## src/design/hrt_pkg.sv

```systemverilog
/*
 * Package for the hidden-access timekeeper: key, register indices, field
 * positions, reset values and timing counts.
 * Assumes a 40 MHz system clock and a 32.768 kHz tick input.
 */
package hrt_pkg;

	// -----------------------------------------------------------------
	// Key and transfer
	// -----------------------------------------------------------------
	localparam logic [63:0] KEY_PATTERN = 64'h5CA33AC55CA33AC5;
	localparam int          KEY_BITS    = 64;
	localparam int          XFER_BITS   = 64;

	// -----------------------------------------------------------------
	// Clock register indices
	// -----------------------------------------------------------------
	localparam logic [2:0] REG_HUND  = 3'h0;
	localparam logic [2:0] REG_SEC   = 3'h1;
	localparam logic [2:0] REG_MIN   = 3'h2;
	localparam logic [2:0] REG_HOUR  = 3'h3;
	localparam logic [2:0] REG_DAY   = 3'h4;
	localparam logic [2:0] REG_DATE  = 3'h5;
	localparam logic [2:0] REG_MONTH = 3'h6;
	localparam logic [2:0] REG_YEAR  = 3'h7;

	// -----------------------------------------------------------------
	// Field positions
	// -----------------------------------------------------------------
	localparam int HOUR_12_BIT  = 7;
	localparam int HOUR_PM_BIT  = 5;
	localparam int DAY_RST_BIT  = 4;
	localparam int DAY_OSC_BIT  = 5;

	// -----------------------------------------------------------------
	// Reset values
	// -----------------------------------------------------------------
	localparam logic [7:0] RST_HUND  = 8'h00;
	localparam logic [7:0] RST_SEC   = 8'h00;
	localparam logic [7:0] RST_MIN   = 8'h00;
	localparam logic [7:0] RST_HOUR  = 8'h00;
	localparam logic [7:0] RST_DAY   = 8'h01;
	localparam logic [7:0] RST_DATE  = 8'h01;
	localparam logic [7:0] RST_MONTH = 8'h01;
	localparam logic [7:0] RST_YEAR  = 8'h00;

	// -----------------------------------------------------------------
	// Timing: crystal ticks per hundredth (32768 / 100, fractional).
	// -----------------------------------------------------------------
	localparam int CRYSTAL_HZ   = 32768;
	localparam int HUND_PER_SEC = 100;

	// -----------------------------------------------------------------
	// Bus strobes, active low, and data bit, as sampled.
	// -----------------------------------------------------------------
	typedef struct packed {
		logic sel_n;
		logic oe_n;
		logic we_n;
		logic din;
	} hrt_bus_s;

	typedef enum logic [1:0] {
		ST_HUNT = 2'b00,
		ST_XFER = 2'b01,
		ST_DEAD = 2'b10
	} hrt_state_e;

endpackage

```

## src/design/hrt_calendar.sv

```systemverilog
/*
 * Calendar counter: advances eight BCD registers one hundredth at a time.
 * Assumes tick is a one-cycle enable, and load writes a whole register.
 */
`timescale 1ns/100ps
module hrt_calendar
(
	// Clock and reset.
	input  wire logic             clk,
	input  wire logic             rst_n,
	// Hundredth tick and register load.
	input  wire logic             tick,
	input  wire logic             load,
	input  wire logic [2:0]       load_idx,
	input  wire logic [7:0]       load_val,
	// Register contents.
	output logic      [63:0]      regs
);

	// -----------------------------------------------------------------
	// Helpers
	// -----------------------------------------------------------------
	// BCD increment with wrap to a given low value past a given top.
	function automatic logic [7:0] bcd_inc(input logic [7:0] v,
		input logic [7:0] top, input logic [7:0] low);
		logic [7:0] r;
		r = v;
		if (v >= top)
			r = low;
		else if (v[3:0] == 4'h9)
			r = {v[7:4] + 4'h1, 4'h0};
		else
			r = v + 8'h01;
		return r;
	endfunction

	// Year is BCD 00..99; every fourth year leaps, 2000 and 2100 aside
	// only 2000 counts, so 2100 would need a century bit; 00 is leap.
	function automatic logic is_leap(input logic [7:0] y);
		logic [6:0] b;
		b = 7'(y[7:4]) * 7'h0A + 7'(y[3:0]);
		return b[1:0] == 2'b00;
	endfunction

	// -----------------------------------------------------------------
	// Decode of current fields
	// -----------------------------------------------------------------
	wire logic [7:0] hund  = regs[7:0];
	wire logic [7:0] sec   = regs[15:8];
	wire logic [7:0] mins  = regs[23:16];
	wire logic [7:0] hour  = regs[31:24];
	wire logic [7:0] day   = regs[39:32];
	wire logic [7:0] date  = regs[47:40];
	wire logic [7:0] month = regs[55:48];
	wire logic [7:0] year  = regs[63:56];
	wire logic       mode12 = hour[hrt_pkg::HOUR_12_BIT];
	wire logic       run    = ~day[hrt_pkg::DAY_OSC_BIT];
	localparam int HP = hrt_pkg::HOUR_PM_BIT;

	// Incremented fields, sliced where they are used.
	wire logic [7:0] inc12  = bcd_inc({3'h0, hour[4:0]}, 8'h12, 8'h01);
	wire logic [7:0] inc24  = bcd_inc({2'h0, hour[5:0]}, 8'h23, 8'h00);
	wire logic [7:0] inc_dy = bcd_inc({5'h0, day[2:0]}, 8'h07, 8'h01);

	// Month length in BCD, short months adjusted.
	logic [7:0] last_day;
	always_comb
	begin
		unique case (month[4:0])
			5'h02:   last_day = is_leap(year) ? 8'h29 : 8'h28;
			5'h04, 5'h06, 5'h09, 5'h11: last_day = 8'h30;
			default: last_day = 8'h31;
		endcase
	end

	// Carries up the chain.
	wire logic c_sec  = tick & run & (hund == 8'h99);
	wire logic c_min  = c_sec & (sec[6:0] == 7'h59);
	wire logic c_hour = c_min & (mins[6:0] == 7'h59);
	wire logic end_12 = hour[4:0] == 5'h11 & hour[HP];
	wire logic c_day  = c_hour & (mode12 ? end_12 : hour[5:0] == 6'h23);
	wire logic c_mon  = c_day & (date[5:0] == last_day[5:0]);
	wire logic c_year = c_mon & (month[4:0] == 5'h12);

	// Next hour, 12- or 24-hour style.
	logic [7:0] next_hour;
	always_comb
	begin
		next_hour = hour;
		if (mode12)
		begin
			if (hour[4:0] == 5'h12)
				next_hour = {hour[7:5], 5'h01};
			else if (hour[4:0] == 5'h11)
				next_hour = {hour[7:6], ~hour[HP], 5'h12};
			else
				next_hour = {hour[7:5], inc12[4:0]};
		end
		else
			next_hour = {hour[7:6], inc24[5:0]};
	end

	// -----------------------------------------------------------------
	// Registers
	// -----------------------------------------------------------------
	// Load wins over counting so a written register is kept whole.
	always_ff @(posedge clk)
	begin
		if (!rst_n)
			regs <= {hrt_pkg::RST_YEAR, hrt_pkg::RST_MONTH,
				hrt_pkg::RST_DATE, hrt_pkg::RST_DAY, hrt_pkg::RST_HOUR,
				hrt_pkg::RST_MIN, hrt_pkg::RST_SEC, hrt_pkg::RST_HUND};
		else if (load)
			regs[load_idx*8 +: 8] <= load_val;
		else if (tick & run)
		begin
			regs[7:0] <= bcd_inc(hund, 8'h99, 8'h00);
			if (c_sec)
				regs[15:8] <= bcd_inc(sec, 8'h59, 8'h00);
			if (c_min)
				regs[23:16] <= bcd_inc(mins, 8'h59, 8'h00);
			if (c_hour)
				regs[31:24] <= next_hour;
			if (c_day)
			begin
				regs[39:32] <= {day[7:3], inc_dy[2:0]};
				regs[47:40] <= c_mon ? 8'h01 : bcd_inc(date, 8'h31, 8'h01);
			end
			if (c_mon)
				regs[55:48] <= bcd_inc(month, 8'h12, 8'h01);
			if (c_year)
				regs[63:56] <= bcd_inc(year, 8'h99, 8'h00);
		end
	end

endmodule

```

## src/design/hrt_top.sv

```systemverilog
/*
 * Hidden-access timekeeper and memory select gate.
 * Assumes bus strobes and supply status arrive asynchronously from pins
 * and that crystal_pins is the 32.768 kHz oscillator as a level.
 */
`timescale 1ns/100ps
module hrt_top
(
	// Clock and reset.
	input  wire logic clk,
	input  wire logic rst_n,
	// Host bus strobes, active low, and data bit.
	input  wire logic device_select_in_n,
	input  wire logic oe_n,
	input  wire logic we_n,
	input  wire logic din,
	input  wire logic xfer_reset_n,
	// Supply status and mode strap.
	input  wire logic main_supply_ok,
	input  wire logic rom_mode,
	input  wire logic crystal_pins,
	// Outputs.
	output logic      memory_select_out_n,
	output logic      dout,
	output logic      dout_oe
);

	// -----------------------------------------------------------------
	// Input synchronisers
	// -----------------------------------------------------------------
	// Two stages for every pin; stage one feeds stage two only.
	localparam int NS = 8;
	wire  logic [NS-1:0] pin_raw = {crystal_pins, rom_mode, main_supply_ok,
		xfer_reset_n, din, we_n, oe_n, device_select_in_n};
	logic [NS-1:0] sync1;
	logic [NS-1:0] sync2;
	always_ff @(posedge clk)
	begin
		if (!rst_n)
		begin
			sync1 <= 8'hFF;
			sync2 <= 8'hFF;
		end
		else
		begin
			sync1 <= pin_raw;
			sync2 <= sync1;
		end
	end

	hrt_pkg::hrt_bus_s bus;
	assign bus = '{sel_n: sync2[0], oe_n: sync2[1], we_n: sync2[2],
		din: sync2[3]};
	wire logic rst_pin_n = sync2[4];
	wire logic supply_ok = sync2[5];
	wire logic rom_sel   = sync2[6];
	wire logic xtal      = sync2[7];

	// -----------------------------------------------------------------
	// Cycle detection
	// -----------------------------------------------------------------
	// A cycle ends when select or its strobe rises; only selected
	// cycles count, so other addresses do nothing.
	logic prev_sel_n;
	logic prev_rd;
	logic prev_wr;
	wire  logic cur_rd  = ~bus.sel_n & ~bus.oe_n & bus.we_n;
	wire  logic cur_wr  = ~bus.sel_n & ~bus.we_n;
	wire  logic rd_end  = prev_rd & ~cur_rd;
	wire  logic wr_end  = prev_wr & ~cur_wr;
	wire  logic rd_start = cur_rd & ~prev_rd;
	always_ff @(posedge clk)
	begin
		if (!rst_n)
		begin
			prev_sel_n <= 1'b1;
			prev_rd    <= 1'b0;
			prev_wr    <= 1'b0;
		end
		else
		begin
			prev_sel_n <= bus.sel_n;
			prev_rd    <= cur_rd;
			prev_wr    <= cur_wr;
		end
	end

	// -----------------------------------------------------------------
	// Hundredth tick from crystal edges
	// -----------------------------------------------------------------
	// 32768 edges a second spread over 100 hundredths by an accumulator.
	logic        xtal_d;
	logic [16:0] acc;
	logic        tick;
	wire  logic  xtal_rise = xtal & ~xtal_d;
	wire  logic [16:0] acc_sum = acc + 17'(hrt_pkg::HUND_PER_SEC);
	wire  logic  acc_wrap = acc_sum >= 17'(hrt_pkg::CRYSTAL_HZ);
	always_ff @(posedge clk)
	begin
		if (!rst_n)
		begin
			xtal_d <= 1'b1;
			acc    <= 17'h00000;
			tick   <= 1'b0;
		end
		else
		begin
			xtal_d <= xtal;
			tick   <= xtal_rise & acc_wrap;
			if (xtal_rise)
				acc <= acc_wrap ? acc_sum - 17'(hrt_pkg::CRYSTAL_HZ)
					: acc_sum;
		end
	end

	// -----------------------------------------------------------------
	// Access sequencer
	// -----------------------------------------------------------------
	hrt_pkg::hrt_state_e state;
	logic [6:0]  ptr;
	logic        miss;
	logic [63:0] shadow;
	logic [7:0]  wbyte;
	logic [63:0] regs;
	logic        load;
	wire  logic  key_bit  = hrt_pkg::KEY_PATTERN[ptr[5:0]];
	wire  logic  fail     = ~supply_ok;
	wire  logic  abort    = fail | (~rst_pin_n &
		~regs[4*8 + hrt_pkg::DAY_RST_BIT]);
	wire  logic  last_bit = ptr == 7'(hrt_pkg::XFER_BITS - 1);
	wire  logic  byte_end = ptr[2:0] == 3'h7;
	wire  logic  xfer_end = (state == hrt_pkg::ST_XFER) & (rd_end | wr_end);

	always_ff @(posedge clk)
	begin
		if (!rst_n | abort)
		begin
			state <= hrt_pkg::ST_DEAD;
			ptr   <= 7'h00;
			miss  <= 1'b1;
			wbyte <= 8'h00;
			load  <= 1'b0;
		end
		else
		begin
			load <= 1'b0;
			unique case (state)
				hrt_pkg::ST_DEAD, hrt_pkg::ST_HUNT:
				begin
					if (rd_end)
					begin
						state <= hrt_pkg::ST_HUNT;
						ptr   <= 7'h00;
						miss  <= 1'b0;
					end
					else if (wr_end & state == hrt_pkg::ST_HUNT & ~miss)
					begin
						if (bus.din != key_bit)
							miss <= 1'b1;
						else if (ptr == 7'(hrt_pkg::KEY_BITS - 1))
						begin
							state <= hrt_pkg::ST_XFER;
							ptr   <= 7'h00;
						end
						else
							ptr <= ptr + 7'h01;
					end
				end
				hrt_pkg::ST_XFER:
				begin
					if (xfer_end)
					begin
						if (wr_end)
							wbyte[ptr[2:0]] <= bus.din;
						load <= wr_end & byte_end;
						ptr  <= ptr + 7'h01;
						if (last_bit)
						begin
							state <= hrt_pkg::ST_DEAD;
							miss  <= 1'b1;
						end
					end
				end
				default:
					state <= hrt_pkg::ST_DEAD;
			endcase
		end
	end

	// Snapshot of the time at transfer start for a steady read.
	logic [2:0] load_idx;
	logic [7:0] load_byte;
	always_ff @(posedge clk)
	begin
		if (!rst_n)
		begin
			shadow    <= 64'h0000000000000000;
			load_idx  <= 3'h0;
			load_byte <= 8'h00;
		end
		else
		begin
			if (state != hrt_pkg::ST_XFER)
				shadow <= regs;
			if (xfer_end & wr_end & byte_end)
			begin
				load_idx  <= ptr[5:3];
				load_byte <= {bus.din, wbyte[6:0]};
			end
		end
	end

	// Writes during the key phase never reach the load path.
	// Loading is also cut while supply is failing.
	wire logic load_ok = load & supply_ok;

	hrt_calendar u_cal
	(
		.clk      (clk),
		.rst_n    (rst_n),
		.tick     (tick),
		.load     (load_ok),
		.load_idx (load_idx),
		.load_val (load_byte),
		.regs     (regs)
	);

	// -----------------------------------------------------------------
	// Outputs
	// -----------------------------------------------------------------
	// Memory select: power fail forces the inverse of the strap level, transfer keeps
	// memory off, otherwise it follows device select.
	wire logic in_xfer = state == hrt_pkg::ST_XFER;
	wire logic next_mem_n = fail ? ~rom_sel : (in_xfer | bus.sel_n);
	wire logic next_oe    = in_xfer & cur_rd & ~fail;
	always_ff @(posedge clk)
	begin
		if (!rst_n)
		begin
			memory_select_out_n <= 1'b1;
			dout                <= 1'b0;
			dout_oe             <= 1'b0;
		end
		else
		begin
			memory_select_out_n <= next_mem_n;
			dout_oe <= next_oe;
			dout    <= shadow[ptr[5:0]];
		end
	end

	// -----------------------------------------------------------------
	// Checks
	// -----------------------------------------------------------------
	a_xfer_mem_off: assert property (@(posedge clk) disable iff (!rst_n)
		in_xfer & ~fail |=> memory_select_out_n)
		else $error("Memory selected during transfer.");
	a_ram_fail_high: assert property (@(posedge clk) disable iff (!rst_n)
		fail & ~rom_sel |=> memory_select_out_n)
		else $error("RAM not protected on power fail.");
	a_rom_fail_low: assert property (@(posedge clk) disable iff (!rst_n)
		fail & rom_sel |=> !memory_select_out_n)
		else $error("ROM select not low on power fail.");
	a_pass_through: assert property (@(posedge clk) disable iff (!rst_n)
		supply_ok & ~in_xfer |=> memory_select_out_n == $past(bus.sel_n))
		else $error("Memory select not following.");
	a_read_resets: assert property (@(posedge clk) disable iff (!rst_n)
		rd_end & ~in_xfer & ~abort |=> ptr == 7'h00 && !miss)
		else $error("Read did not restart recognition.");
	a_miss_holds: assert property (@(posedge clk) disable iff (!rst_n)
		miss & ~rd_end & ~in_xfer |=> $stable(ptr))
		else $error("Pointer moved after mismatch.");
	a_no_key_load: assert property (@(posedge clk) disable iff (!rst_n)
		!in_xfer |=> !load)
		else $error("Load outside transfer.");
	a_fail_aborts: assert property (@(posedge clk) disable iff (!rst_n)
		fail |=> state == hrt_pkg::ST_DEAD && !load)
		else $error("Power fail did not abort.");
	a_unselected: assert property (@(posedge clk) disable iff (!rst_n)
		bus.sel_n & prev_sel_n & ~abort |=> $stable(ptr))
		else $error("Unselected cycle disturbed sequence.");
	a_relock: assert property (@(posedge clk) disable iff (!rst_n)
		xfer_end & last_bit & ~abort |=> state == hrt_pkg::ST_DEAD)
		else $error("No relock after transfer.");

	c_unlock: cover property (@(posedge clk) disable iff (!rst_n)
		state == hrt_pkg::ST_HUNT ##1 in_xfer);
	c_load: cover property (@(posedge clk) disable iff (!rst_n) load_ok);
	c_read_out: cover property (@(posedge clk) disable iff (!rst_n)
		dout_oe);
	c_fail: cover property (@(posedge clk) disable iff (!rst_n)
		in_xfer ##1 fail);

endmodule

```

## config.mk

```make
export PLATFORM = sky130hd
export DESIGN_NAME = hrt_top
export DESIGN_NICKNAME = d
export VERILOG_FILES = /design/src/design/hrt_pkg.sv /design/src/design/hrt_calendar.sv /design/src/design/hrt_top.sv
export SDC_FILE = /design/constraint.sdc
export NUM_CORES = 1
export LEC_CHECK = 0
export BUFFER_PORTS_ARGS = -buffer_cell sky130_fd_sc_hd__buf_2
export CORE_ASPECT_RATIO = 1.25
export CORE_MARGIN = 8
export CORE_UTILIZATION = 30
export CTS_BUF_LIST = sky130_fd_sc_hd__clkbuf_4 sky130_fd_sc_hd__clkbuf_8 sky130_fd_sc_hd__clkbuf_16
export DETAILED_ROUTE_END_ITERATION = 10
export PLACE_DENSITY = 0.5
export SLEW_MARGIN = 15
export SYNTH_ARGS = -nofsm -noshare
export SYNTH_HDL_FRONTEND = slang
export SYNTH_SLANG_ARGS = --single-unit
```

## constraint.sdc

```tcl
create_clock -name clk -period 3 [get_ports clk]
set_input_delay 0 -clock clk [delete_from_list [all_inputs] [get_ports clk]]
set_output_delay 0 -clock clk [all_outputs]
set_load 0.02 [all_outputs]
```

==> flow_summary.yaml <==
critical_path:
  critical_path_class: "flop to flop"
  start_kind: "flop"
  cp-end-kind: "flop"
  arrival_ns: 3.05
  cp_max_fo: 8
  crit_required_ns: 3.34
timing:
  fin_setup_tns_ns: 0
  finalSetupViolCount: 0
  finalMaxSlewViolations: 0
  fin_crit_sh_pct: 90.2
  period_minus_slack_ns: 2.71
  worstMarginPinSlew_ns: 0.767
  slew_headroom_pct: 48.9
  maxClockFrequency_ghz: 0.369
  final-hold-violation-count: 0
  rsz0062_at_grt: "no"
  fin_skew_ns: 0.0127
die:
  row_count: 77
  io_pins: 13
  dieWidth_um: 184
  fp.dieH_um: 226
  die-area_um2: 41600
  initial_core_util_pct: 30.2
  coreArea_um2: 35100
power_and_ir_drop:
  worst_ir_drop_vdd_v: 0.000379
  p_switching_mw: 1.21
  p_int_mw: 3.88
  pwr-share-clk_pct: 45.5
  p_leak_nw: 4.25
  switching_share_pct: 23.8
  pwr-share-comb_pct: 2.7
  power.density_nw_per_um2: 430
  pwr-share-seq_pct: 51.8
routing:
  ant_nets: 0
  drt_wl_total_um: 29500
  drt_pass1_iterations: 5
  via_per_inst: 5.18
  wl_per_cell_um: 16.5
  via_count: 9257
  route.detailed.drc: 0
  drtIter0Drc: 681
logic_synthesis:
  synth-seq-area-share_pct: 37.1
  synthCells: 1322
  syn_nets: 1362
  synth_ff_type: "dfxtp_1"
  ys_seq_elements: 196
  avgSynthCellArea_um2: 8.00
  synth_area_um2: 10600
  synth-edff-count: 0
  yosysUniqueCellTypes: 74
  async_reset_ff_share_pct: 0
  synth_warnings: 0
place:
  gp_congestion: 0.797
  port_buffers: 12
  hpwl_um: 19900
min_path:
  hold_path.class: "primary input to flop"
global_routing:
  grt_pass1_wl_um: 47800
  antenna_found_initial: 0
  grt.overflow.total: 0
  grt_pass1_vias: 8827
  track_usage_pct: 14.5
  grt_max_degree: 178
finish:
  final_util_pct: 33.7
  antenna_cells: 0
  multi_input_area_um2: 6180
  areaGrowthSynthToFinish_pct: 11.8
  seq_area_um2: 3920
  fillers: 3735
  final_nets: 1342
  drive_gt1_share_pct: 8.00
clock_tree:
  cts_tree: "done"
  cts.clk_slew.worst_paths_ns: 0.08
  clockBufferDepth: 2
  cts-root-buf: "clkbuf_16"
  cts_buffers: 17
  clock_latency_ns: 0.46
  postCtsSetupRepairBufs: 0
  clock-sinks: 196
  hold_buffers: 8
  post_cts_resized: 0
  h-tree-depth: 4
status:
  status: "finished clean"
flow_run:
  maxCapViolCount: 0
## flip-flops by register name (all words and copies together) (netlist names), 2 cells and up
register	flops
acc	15
load_byte	8
load_idx	3
ptr	7
shadow	64
state	2
sync1	8
sync2	8
u_cal.regs	64
wbyte	7
## layout by cell type, fill, tap and decap left out, types with 30 or more instances in the layout
cell type and instances:
a21oi_1 53, nor2_1 71, nand3_1 35, a21boi_0 94, ha_1 30, o21ai_0 64
dfxtp_1 196, inv_1 33, buf_4 33, nand2_1 259
## critical path, cell delays in order, from the launching register on
cell and delay (ns):
dfxtp_1 0.48, ha_1 0.22, nand4b_1 0.19, nor4_1 0.36
buf_4 0.17, o221ai_1 0.13, a2111o_2 0.44, o21ai_4 0.27
o21ai_1 0.10, o31a_1 0.23
## stage by stage
| step | power [mW] | instance area, um2 | worst slack [ns] | hold slack (ns) | std cells |
|---|---|---|---|---|---|
| 2_1_floorplan | 2.79 | 10600 | 0.358 | 0.101 | 1322 |
| 3_3_place_gp | 2.83 | 11200 | 0.302 | 0.180 | 1749 |
| 3_5_place_dp | 2.83 | 11200 | 0.261 | 0.183 | 1749 |
| 4_1_cts | 5.16 | 11800 | 0.236 | 0.0651 | 1787 |
| 5_1_grt | 5.27 | 11800 | 0.0306 | 0.103 | 1787 |
| 6_report | 5.09 | 11800 | 0.293 | 0.0829 | 1787 |
## final cells by class
class / count / share of cell area (%)
Multi-Input combinational cell: 1000 / 52.3
Sequential cell: 196 / 33.2
Tap cell: 474 / 5.01
Clock buffer: 18 / 3.71
Timing Repair Buffer: 54 / 3.58
Clock inverter: 12 / 1.17
Inverter: 33 / 1.05
## power groups by stage
stage	Sequential, mW	Combinational (mW)	Clock, mW
after detailed placement	2.70	0.133	0
after global routing	2.64	0.154	2.48
after CTS	2.63	0.142	2.39
after global placement	2.70	0.133	0
final	2.64	0.139	2.31
after floorplan	2.69	0.0976	0
## Yosys cell counts (8+ instances only)
cell | number | area, um2
mux2i_1 | 20 | 200
nand4_1 | 9 | 56.3
nor3_1 | 28 | 140
nand3_1 | 35 | 175
ha_1 | 30 | 375
nor4_1 | 12 | 75.1
a31oi_1 | 9 | 56.3
a21oi_1 | 53 | 265
o21ai_0 | 64 | 320
buf_1 | 8 | 30.0
nor2b_1 | 27 | 169
o22ai_1 | 15 | 93.8
dfxtp_1 | 196 | 3920
inv_1 | 33 | 124
xnor2_1 | 20 | 175
nand2_1 | 259 | 972
o211a_1 | 17 | 170
o211ai_1 | 15 | 113
or3_1 | 8 | 50.1
a22oi_1 | 14 | 105
clkbuf_1 | 83 | 312
nand2b_1 | 29 | 181
and2_1 | 20 | 125
nor2_1 | 71 | 267
and3_1 | 17 | 106
xor2_1 | 12 | 105
nor3b_1 | 10 | 75.1
a21boi_0 | 94 | 706
## cell families after synthesis
| kind of cell | after synthesis | share of synthesized area, % |
|---|---|---|
| AO/OA/AOI/OAI | 355 | 23.5 |
| XOR/XNOR | 32 | 2.65 |
| adder cells (fa/ha/maj) | 30 | 3.55 |
| buffers and inverters | 126 | 4.52 |
| flip-flops | 196 | 37.1 |
| multiplexers | 33 | 4.02 |
| AND/OR/NAND/NOR | 550 | 24.6 |
## routing by layer
layer	routed length [um]	GRT usage [%]
met5	0	0
met4	957	7.09
met3	1140	1.96
met2	14300	24.6
met1	13100	17.8
## path summary, 6_finish.rpt
path,start,endpoint,slack [ns],cells past startpoint
hold reg to reg,sync1[4],sync2[4],0.41,1
setup / recovery,u_cal.regs[4],u_cal.regs[62],0.29,9
setup reg to reg,u_cal.regs[4],u_cal.regs[62],0.29,9
hold / removal,rst_n,wbyte[5],0.08,4
(Power assumes the default switching activity.)
